<file path="config.mk">
export PLATFORM = sky130hd
export DESIGN_NAME = dtec_timer
export DESIGN_NICKNAME = d
export VERILOG_FILES = /design/src/hw/dtec_timer.v
export VERILOG_INCLUDE_DIRS = /design/src /design/src/hw
export SDC_FILE = /design/constraint.sdc
export NUM_CORES = 1
export LEC_CHECK = 0
export ABC_AREA = 1
export BUFFER_PORTS_ARGS = -buffer_cell sky130_fd_sc_hd__buf_2
export CAP_MARGIN = 30
export CORE_MARGIN = 8
export CORE_UTILIZATION = 57
export CTS_CLUSTER_SIZE = 10
export DETAILED_ROUTE_END_ITERATION = 7
export GPL_ROUTABILITY_DRIVEN = 0
export PLACE_DENSITY = 0.81
export SLEW_MARGIN = 20
export SYNTH_ARGS = -nofsm -noshare
export SYNTH_HDL_FRONTEND = slang
export SYNTH_SLANG_ARGS = --single-unit
</file>
<file path="constraint.sdc">
create_clock -name sys_clk_i -period 3.7 [get_ports sys_clk_i]
set_clock_uncertainty 0.2 [all_clocks]
set_input_delay 0.37 -clock sys_clk_i [delete_from_list [all_inputs] [get_ports sys_clk_i]]
set_output_delay 0.37 -clock sys_clk_i [all_outputs]
set_load 0.05 [all_outputs]
</file>
<file path="src/hw/dtec_consts.vh">
// Purpose: Constants for the dual 8-bit timer/event counter block
// Assumes: Avalon-MM word addressing by byte address, 32-bit data
// Notes: Register byte addresses are four times the register index
`ifndef DTEC_CONSTS_VH
`define DTEC_CONSTS_VH

// ****************************************
// Register indices
// ****************************************
`define DTEC_IDX_CLK_SEL 16'hFF41
`define DTEC_IDX_MODE 16'hFF49
`define DTEC_IDX_OUT_CTL 16'hFF4A
`define DTEC_IDX_CMP_ONE 16'hFF4B
`define DTEC_IDX_CMP_TWO 16'hFF4C
`define DTEC_IDX_CNT 16'hFF4D
`define DTEC_IDX_OSC 16'hFF4E
`define DTEC_IDX_IRQ_STAT 16'hFF4F
`define DTEC_IDX_IRQ_MASK 16'hFF50

// ****************************************
// Field positions
// ****************************************
`define DTEC_MODE_RUN_ONE 0
`define DTEC_MODE_RUN_TWO 1
`define DTEC_MODE_CASCADE 2
`define DTEC_OUT_EN_ONE 0
`define DTEC_OUT_SET_ONE 1
`define DTEC_OUT_RST_ONE 2
`define DTEC_OUT_EN_TWO 4
`define DTEC_OUT_SET_TWO 5
`define DTEC_OUT_RST_TWO 6
`define DTEC_OUT_RD_MASK 8'h11

// ****************************************
// Clock select codes and reset values
// ****************************************
`define DTEC_SEL_FALL 4'h0
`define DTEC_SEL_RISE 4'h1
`define DTEC_SEL_DIV_LO 4'h6
`define DTEC_SEL_DIV_TOP 4'hF
`define DTEC_DIV_TOP_EXP 4'hB
`define DTEC_DIV_BASE_EXP 4'h5
`define DTEC_RST_BYTE 8'h00
`define DTEC_RST_OSC 1'h0

`endif

</file>
<file path="src/hw/dtec_timer.v">
// Purpose: Two 8-bit timer/event counters, cascadable to 16 bits, Avalon-MM slave
// Assumes: Event inputs asynchronous in timing to sys_clk_i; one clock domain
// Notes: Prohibited clock select codes leave the channel without a count clock
`timescale 1ns/1ps
`default_nettype none
`include "dtec_consts.vh"

module dtec_timer #(
  parameter PRE_W = 13
)
(
  input wire sys_clk_i,
  input wire rst_i,
  input wire [15:0] avs_address_i,
  input wire avs_read_i,
  input wire avs_write_i,
  input wire [3:0] avs_byteenable_i,
  input wire [31:0] avs_writedata_i,
  output wire [31:0] avs_readdata_o,
  output wire avs_waitrequest_o,
  output wire [1:0] avs_response_o,
  input wire chan_one_event_input_i,
  input wire chan_two_event_input_i,
  output wire chan_one_wave_output_o,
  output wire chan_two_wave_output_o,
  output wire irq_o
);

  // ****************************************
  // Helper functions
  // ****************************************

  // Is a clock select code one of the divided clock choices
  function sel_is_div;
    input [3:0] code;
    begin
      sel_is_div = (code >= `DTEC_SEL_DIV_LO);
    end
  endfunction

  // Prescaler bit index whose rising toggle gives the selected division
  function [3:0] sel_exp;
    input [3:0] code;
    begin
      if (code == `DTEC_SEL_DIV_TOP)
        sel_exp = `DTEC_DIV_TOP_EXP - 4'h1;
      else
        sel_exp = code - `DTEC_DIV_BASE_EXP - 4'h1;
    end
  endfunction

  // One count tick for a code, from event edges and prescaler ticks
  function sel_tick;
    input [3:0] code;
    input rise;
    input fall;
    input [PRE_W-1:0] ticks;
    begin
      if (code == `DTEC_SEL_FALL)
        sel_tick = fall;
      else if (code == `DTEC_SEL_RISE)
        sel_tick = rise;
      else if (sel_is_div(code))
        sel_tick = ticks[sel_exp(code)];
      else
        sel_tick = 1'b0;
    end
  endfunction

  // ****************************************
  // Registers
  // ****************************************
  reg [7:0] clk_sel_ff;
  reg [7:0] mode_ff;
  reg [7:0] out_ctl_ff;
  reg [7:0] cmp_one_ff;
  reg [7:0] cmp_two_ff;
  reg osc_mode_bit_ff;
  reg [1:0] irq_stat_ff;
  reg [1:0] irq_mask_ff;
  reg [7:0] cnt_one_ff;
  reg [7:0] cnt_two_ff;
  reg [1:0] wave_ff;
  reg [1:0] ev_s1_ff;
  reg [1:0] ev_s2_ff;
  reg [1:0] ev_s3_ff;
  reg half_ff;
  reg [PRE_W-1:0] pre_ff;
  reg [PRE_W-1:0] pre_prev_ff;
  reg [31:0] rdata_ff;
  reg rvalid_ff;
  reg err_ff;

  wire run_one = mode_ff[`DTEC_MODE_RUN_ONE];
  wire run_two = mode_ff[`DTEC_MODE_RUN_TWO];
  wire cascade = mode_ff[`DTEC_MODE_CASCADE];
  wire req = avs_read_i | avs_write_i;
  // Registers sit at the top of the index space; the two index bits above the bus are implied set
  wire [15:0] idx = {2'h3, avs_address_i[15:2]};
  // A write lands only on the edge where waitrequest is low
  wire wr_lo = avs_write_i & avs_byteenable_i[0] & rvalid_ff;
  wire hit = (idx == `DTEC_IDX_CLK_SEL) | (idx == `DTEC_IDX_MODE) |
    (idx == `DTEC_IDX_OUT_CTL) | (idx == `DTEC_IDX_CMP_ONE) |
    (idx == `DTEC_IDX_CMP_TWO) | (idx == `DTEC_IDX_CNT) |
    (idx == `DTEC_IDX_OSC) | (idx == `DTEC_IDX_IRQ_STAT) |
    (idx == `DTEC_IDX_IRQ_MASK);

  // ****************************************
  // Event input synchronisers and prescaler
  // ****************************************

  // Two flops for metastability, third for edge detection
  always @(posedge sys_clk_i or posedge rst_i)
  begin
    if (rst_i)
    begin
      ev_s1_ff <= 2'h0;
      ev_s2_ff <= 2'h0;
      ev_s3_ff <= 2'h0;
    end
    else
    begin
      ev_s1_ff <= {chan_two_event_input_i, chan_one_event_input_i};
      ev_s2_ff <= ev_s1_ff;
      ev_s3_ff <= ev_s2_ff;
    end
  end

  wire [1:0] ev_rise = ev_s2_ff & ~ev_s3_ff;
  wire [1:0] ev_fall = ~ev_s2_ff & ev_s3_ff;

  // Source enable: every cycle or every second cycle
  wire src_en = osc_mode_bit_ff | half_ff;
  wire [PRE_W-1:0] nxt_pre = pre_ff + {{(PRE_W-1){1'b0}}, 1'b1};
  wire [PRE_W-1:0] pre_tick = pre_ff & ~pre_prev_ff;

  // Free running prescaler; a bit rising marks one divided period
  always @(posedge sys_clk_i or posedge rst_i)
  begin
    if (rst_i)
    begin
      half_ff <= 1'b0;
      pre_ff <= {PRE_W{1'b0}};
      pre_prev_ff <= {PRE_W{1'b0}};
    end
    else
    begin
      half_ff <= ~half_ff;
      pre_prev_ff <= pre_ff;
      if (src_en)
        pre_ff <= nxt_pre;
    end
  end

  // ****************************************
  // Count clocks and counters
  // ****************************************
  wire tick_one = sel_tick(clk_sel_ff[3:0], ev_rise[0], ev_fall[0], pre_tick);
  wire tick_two_own = sel_tick(clk_sel_ff[7:4], ev_rise[1], ev_fall[1], pre_tick);
  // Cascade ignores the high nibble and channel two run bit
  wire tick_two = cascade ? tick_one : tick_two_own;
  wire en_one = run_one;
  wire en_two = cascade ? run_one : run_two;
  wire match_one = (cnt_one_ff == cmp_one_ff);
  wire match_two = (cnt_two_ff == cmp_two_ff);
  wire match16 = match_one & match_two;
  // Per-channel match events, pulsed on the tick that completes the count
  wire [1:0] hit_now;
  assign hit_now[0] = cascade ? (en_one & tick_one & match16) : (en_one & tick_one & match_one);
  assign hit_now[1] = cascade ? 1'b0 : (en_two & tick_two & match_two);

  // Counters: match clears on the next tick, so interval is compare+1
  always @(posedge sys_clk_i or posedge rst_i)
  begin
    if (rst_i)
    begin
      cnt_one_ff <= `DTEC_RST_BYTE;
      cnt_two_ff <= `DTEC_RST_BYTE;
    end
    else
    begin
      if (!en_one)
        cnt_one_ff <= `DTEC_RST_BYTE;
      else if (tick_one)
      begin
        if (cascade ? match16 : match_one)
          cnt_one_ff <= `DTEC_RST_BYTE;
        else
          cnt_one_ff <= cnt_one_ff + 8'h01;
      end
      if (!en_two)
        cnt_two_ff <= `DTEC_RST_BYTE;
      else if (cascade)
      begin
        // High byte advances when low byte wraps
        if (tick_one && match16)
          cnt_two_ff <= `DTEC_RST_BYTE;
        else if (tick_one && cnt_one_ff == 8'hFF)
          cnt_two_ff <= cnt_two_ff + 8'h01;
      end
      else if (tick_two)
      begin
        if (match_two)
          cnt_two_ff <= `DTEC_RST_BYTE;
        else
          cnt_two_ff <= cnt_two_ff + 8'h01;
      end
    end
  end

  // Square wave outputs toggle per match, software may force a level
  always @(posedge sys_clk_i or posedge rst_i)
  begin
    if (rst_i)
      wave_ff <= 2'h0;
    else
    begin
      if (wr_lo && idx == `DTEC_IDX_OUT_CTL && avs_writedata_i[`DTEC_OUT_SET_ONE])
        wave_ff[0] <= 1'b1;
      else if (wr_lo && idx == `DTEC_IDX_OUT_CTL && avs_writedata_i[`DTEC_OUT_RST_ONE])
        wave_ff[0] <= 1'b0;
      else if (hit_now[0])
        wave_ff[0] <= ~wave_ff[0];
      if (wr_lo && idx == `DTEC_IDX_OUT_CTL && avs_writedata_i[`DTEC_OUT_SET_TWO])
        wave_ff[1] <= 1'b1;
      else if (wr_lo && idx == `DTEC_IDX_OUT_CTL && avs_writedata_i[`DTEC_OUT_RST_TWO])
        wave_ff[1] <= 1'b0;
      else if (hit_now[1])
        wave_ff[1] <= ~wave_ff[1];
    end
  end

  assign chan_one_wave_output_o = wave_ff[0] & out_ctl_ff[`DTEC_OUT_EN_ONE];
  assign chan_two_wave_output_o = wave_ff[1] & out_ctl_ff[`DTEC_OUT_EN_TWO];

  // ****************************************
  // Register file and Avalon-MM slave
  // ****************************************

  // Write one clears a status bit; a match in the same cycle wins
  wire [1:0] stat_clr = (wr_lo && idx == `DTEC_IDX_IRQ_STAT) ? avs_writedata_i[1:0] : 2'h0;

  always @(posedge sys_clk_i or posedge rst_i)
  begin
    if (rst_i)
    begin
      clk_sel_ff <= `DTEC_RST_BYTE;
      mode_ff <= `DTEC_RST_BYTE;
      out_ctl_ff <= `DTEC_RST_BYTE;
      cmp_one_ff <= `DTEC_RST_BYTE;
      cmp_two_ff <= `DTEC_RST_BYTE;
      osc_mode_bit_ff <= `DTEC_RST_OSC;
      irq_stat_ff <= 2'h0;
      irq_mask_ff <= 2'h0;
    end
    else
    begin
      irq_stat_ff <= (irq_stat_ff & ~stat_clr) | hit_now;
      if (wr_lo)
      begin
        case (idx)
          `DTEC_IDX_CLK_SEL: clk_sel_ff <= avs_writedata_i[7:0];
          `DTEC_IDX_MODE: mode_ff <= avs_writedata_i[7:0] & 8'h07;
          `DTEC_IDX_OUT_CTL: out_ctl_ff <= avs_writedata_i[7:0] & `DTEC_OUT_RD_MASK;
          `DTEC_IDX_CMP_ONE: cmp_one_ff <= avs_writedata_i[7:0];
          `DTEC_IDX_CMP_TWO: cmp_two_ff <= avs_writedata_i[7:0];
          `DTEC_IDX_OSC: osc_mode_bit_ff <= avs_writedata_i[0];
          `DTEC_IDX_IRQ_MASK: irq_mask_ff <= avs_writedata_i[1:0];
          default: ;
        endcase
      end
    end
  end

  // Read mux; level set/reset bits are never stored so read zero
  reg [31:0] nxt_rdata;
  always @*
  begin
    nxt_rdata = 32'h0;
    case (idx)
      `DTEC_IDX_CLK_SEL: nxt_rdata[7:0] = clk_sel_ff;
      `DTEC_IDX_MODE: nxt_rdata[7:0] = mode_ff;
      `DTEC_IDX_OUT_CTL: nxt_rdata[7:0] = out_ctl_ff & `DTEC_OUT_RD_MASK;
      `DTEC_IDX_CMP_ONE: nxt_rdata[7:0] = cmp_one_ff;
      `DTEC_IDX_CMP_TWO: nxt_rdata[7:0] = cmp_two_ff;
      `DTEC_IDX_CNT: nxt_rdata[15:0] = {cnt_two_ff, cnt_one_ff};
      `DTEC_IDX_OSC: nxt_rdata[0] = osc_mode_bit_ff;
      `DTEC_IDX_IRQ_STAT: nxt_rdata[1:0] = irq_stat_ff;
      `DTEC_IDX_IRQ_MASK: nxt_rdata[1:0] = irq_mask_ff;
      default: nxt_rdata = 32'h0;
    endcase
  end

  // One wait cycle per access: request seen, answer next cycle
  always @(posedge sys_clk_i or posedge rst_i)
  begin
    if (rst_i)
    begin
      rvalid_ff <= 1'b0;
      rdata_ff <= 32'h0;
      err_ff <= 1'b0;
    end
    else
    begin
      rvalid_ff <= req & ~rvalid_ff;
      if (req && !rvalid_ff)
      begin
        rdata_ff <= avs_read_i ? nxt_rdata : 32'h0;
        err_ff <= ~hit;
      end
    end
  end

  assign avs_waitrequest_o = req & ~rvalid_ff;
  assign avs_readdata_o = rdata_ff;
  assign avs_response_o = (rvalid_ff & err_ff) ? 2'h2 : 2'h0;
  assign irq_o = |(irq_stat_ff & irq_mask_ff);

endmodule
`default_nettype wire

</file>
==> impl_metrics.py <==
metrics = {
    "global_routing": {
        "grt_pass1_wl_um": 21800,
        "grt_max_degree": 78,
        "grt_pass1_vias": 4712,
        "grt_overflow": 0,
        "grt_util_all_layers_pct": 20.8,
        "antenna_found_initial": 0,
    },
    "finish": {
        "fillers": 830,
        "regArea_um2": 2580,
        "antenna_cells": 0,
        "drive_gt1_share_pct": 12.3,
        "multiInputGateArea_um2": 2510,
        "syn2layout_area_growth_pct": 9.83,
        "nNetsFinal": 828,
    },
    "pwr": {
        "seq_power_share_pct": 57.7,
        "ir_drop_mv": 0.253,
        "powerDensity_nw_per_um2": 334,
        "leakagePower_uw": 0.00311,
        "p_sw_share_pct": 28.1,
        "clock_power_share_pct": 33.0,
        "power_uw": 2060,
        "p_switching_uw": 579,
        "internal_power_uw": 1480,
        "comb_power_share_pct": 9.3,
    },
    "drt": {
        "wl_per_cell_um": 14.5,
        "drt-vias-per-instance": 5.36,
        "top_layer": "met4",
        "met1_length_um": 5380,
        "dr.pass1.iters": 5,
        "wl_met3_um": 784,
        "ant_nets": 0,
        "totalWireLength_um": 13100,
        "drc": 0,
        "dr_wl_met2_um": 6630,
        "vias": 4840,
        "drt_iter0_drc": 344,
    },
    "timing": {
        "fin_crit_ns": 2.33,
        "timing.final.crit_share_pct": 63.0,
        "final-max-slew-violation-count": 0,
        "fmax_mhz": 429,
        "finalSetupViolCount": 0,
        "hold_viol_final": 0,
        "rsz0062_at_grt": "no",
        "slew_headroom_pct": 47.7,
        "final.setup.tns_ns": 0,
        "tightest_slew_ns": 0.782,
    },
    "worst_setup_path": {
        "cp_slowest_cell": "dfrtp_1",
        "cpPeakStageDelay_ns": 0.56,
        "critical_path.most_common_cell": "nand2_1",
        "crit_family": "simple AND/OR/NAND/NOR gates",
        "crit_required_ns": 3.82,
        "setup.worst_path.start_class": "flip-flop",
        "crit_fanout": 10,
        "worstSetupPathType": "flip-flop to flip-flop",
        "path_buf_inv": 1,
        "crit_chain": "inv_1 > o21bai_4 > nand2_1 > nand3_1 > nand3_1 > a21oi_1 > nand2_1 > nand3_2 > o21ai_2 > nand2_2 > nand2_4 > nand2_1 > nand2_1",
        "end_kind": "flip-flop",
        "crit_arrival_ns": 2.45,
    },
    "clock_tree": {
        "cts_post_setup_buffers_inserted": 0,
        "tritoncts": "done",
        "cts_buffers": 9,
        "clk_pin_slew_ns": 0.10,
        "cts.sinks": 103,
        "cts.path.max_buffers": 2,
        "root_buffer": "clkbuf_8",
        "clk-insertion-delay-late_ns": 0.39,
        "htree_levels": 3,
    },
    "synth": {
        "yosysWarnings": 0,
        "synth-seq-cells": 103,
        "synth_most_common_cell": "nand2_1",
        "ys_top_cells_by_count": "183 x nand2_1, 103 x dfrtp_1, 100 x inv_1",
        "synth_top_area_share_pct": 46.0,
        "synth_area_um2": 5600,
        "synth_flop_cell": "dfrtp_1",
        "ys_types": 42,
        "synth.avg_cell_area_um2": 7.88,
        "synth-async-reset-ratio_pct": 100,
        "synthCells": 711,
        "synth_top_cell_by_area": "dfrtp_1",
        "ys_seq_area_share_pct": 46.0,
        "synthTopCellsByArea": "dfrtp_1 46%, nand2_1 12%, inv_1 6.7%",
        "synth_edf_count": 0,
    },
    "floorplan": {
        "dieHeight_um": 115,
        "coreArea_um2": 9640,
        "initial_core_util_pct": 58.1,
        "io_pins": 96,
        "die_w_um": 115,
        "fp-row-count": 36,
        "die_area_um2": 13300,
    },
    "worst_hold_path": {
        "hold_path.class": "input port to flip-flop",
    },
    "placed_design": {
        "portBuffers": 49,
        "place_hpwl_um": 10000,
    },
    "status": {
        "status": "finished, final reports clean",
    },
    "job": {
        "cap_violations": 0,
    },
}
-- routing by layer --
metal	up-vias	track usage, %
li1	2379	-
met1	2290	23.9
met2	138	36.6
met3	33	4.25
met4	0	8.93
met5	-	0
-- stage by stage --
stage               util (%)  setup slack (ns)  cell area, um2  cells  hold slack, ns
CTS                     63.5              1.38            6120    901          0.0156
finish                  63.8              1.37            6150    903          0.0280
global route            63.8              1.16            6150    903          0.0435
global placement        61.2              1.20            5900    882           0.135
floorplan                  -             0.426            5660    727           0.131
detailed placement      61.2              1.15            5900    882           0.135
-- area by class of cell --
| class | count | area share (%) |
|---|---|---|
| flip-flops and latches | 103 | 41.9 |
| multi-input cells | 492 | 40.8 |
| inverters | 103 | 6.33 |
| repair buffers | 56 | 5.21 |
| well taps | 133 | 2.71 |
| clock buffers | 10 | 2.24 |
| clock inverters | 6 | 0.834 |
-- timing repair --
item,4_1_cts,5_1_grt
hold buffers,3,1
gates resized for setup,0,0
endpoints found under the hold margin,3,30
-- power by group through the flow --
stage	Clock, uW	Sequential (uW)	Combinational (uW)
2_1_floorplan	0	1200	149
3_3_place_gp	0	1200	180
3_5_place_dp	0	1210	185
4_1_cts	697	1190	188
5_1_grt	730	1190	212
6_report	678	1190	192
-- registers in the layout, summed over array words and instances (netlist names), 3 cells and up --
register	flops
avs_readdata_o	16
clk_sel_ff	8
cmp_one_ff	8
cmp_two_ff	8
cnt_one_ff	8
cnt_two_ff	8
mode_ff	3
pre_ff	13
pre_prev_ff	13
-- layout by cell type (no fill, tap or decap), types with 4 or more instances in the layout --
cell,count
conb_1,17
o221ai_1,4
clkbuf_8,10
xor2_1,23
nand3b_1,6
nand2_2,5
o21ai_1,5
or2_2,6
o21ai_0,46
ha_1,5
nor2_1,52
nand2_1,183
a21oi_1,13
nand3_1,44
nand4_1,22
nor3_1,18
buf_2,49
o211ai_1,4
inv_1,99
dlygate4sd3_1,4
o22ai_1,4
a32o_1,8
dfrtp_1,103
-- kinds of logic (layout without fill, tap and decap cells) --
kind of cell    Yosys count  count (layout)  synth area share (%)
fa+ha+maj                 5               5                  1.12
buf+inv                 132             175                  10.3
compound gates           96              96                  10.9
other cells               1              17                0.0670
simple gates            348             348                  27.6
flops                   103             103                  46.0
xor+xnor                 26              26                  4.07
-- tightest hold or removal path: cells and delay by family --
kind / cells / cell delay, ns
and+or+nand+nor: 2 / 0.12
buffers and inverters: 1 / 0.09
-- worst paths after layout --
path / startpoint / to / slack (ns) / cells after the start
worst max-delay path: clk_sel_ff[0]$_DFFE_PP0P_ / cnt_two_ff[1]$_DFFE_PP0P_ / 1.37 / 13
worst min-delay path: avs_writedata_i[1] / wave_ff[0]$_DFFE_PP0P_ / 0.03 / 3
worst max register to register: clk_sel_ff[0]$_DFFE_PP0P_ / cnt_two_ff[1]$_DFFE_PP0P_ / 1.37 / 13
worst min register to register: ev_s1_ff[0]$_DFF_PP0_ / ev_s2_ff[0]$_DFF_PP0_ / 0.16 / 0
max in group asynchronous: rst_i / avs_readdata_o[0]$_DFFE_PP0P_ / 2.40 / 4
min in group asynchronous: rst_i / ev_s3_ff[0]$_DFF_PP0_ / 0.32 / 3
Power figures use the tool's default switching activity.
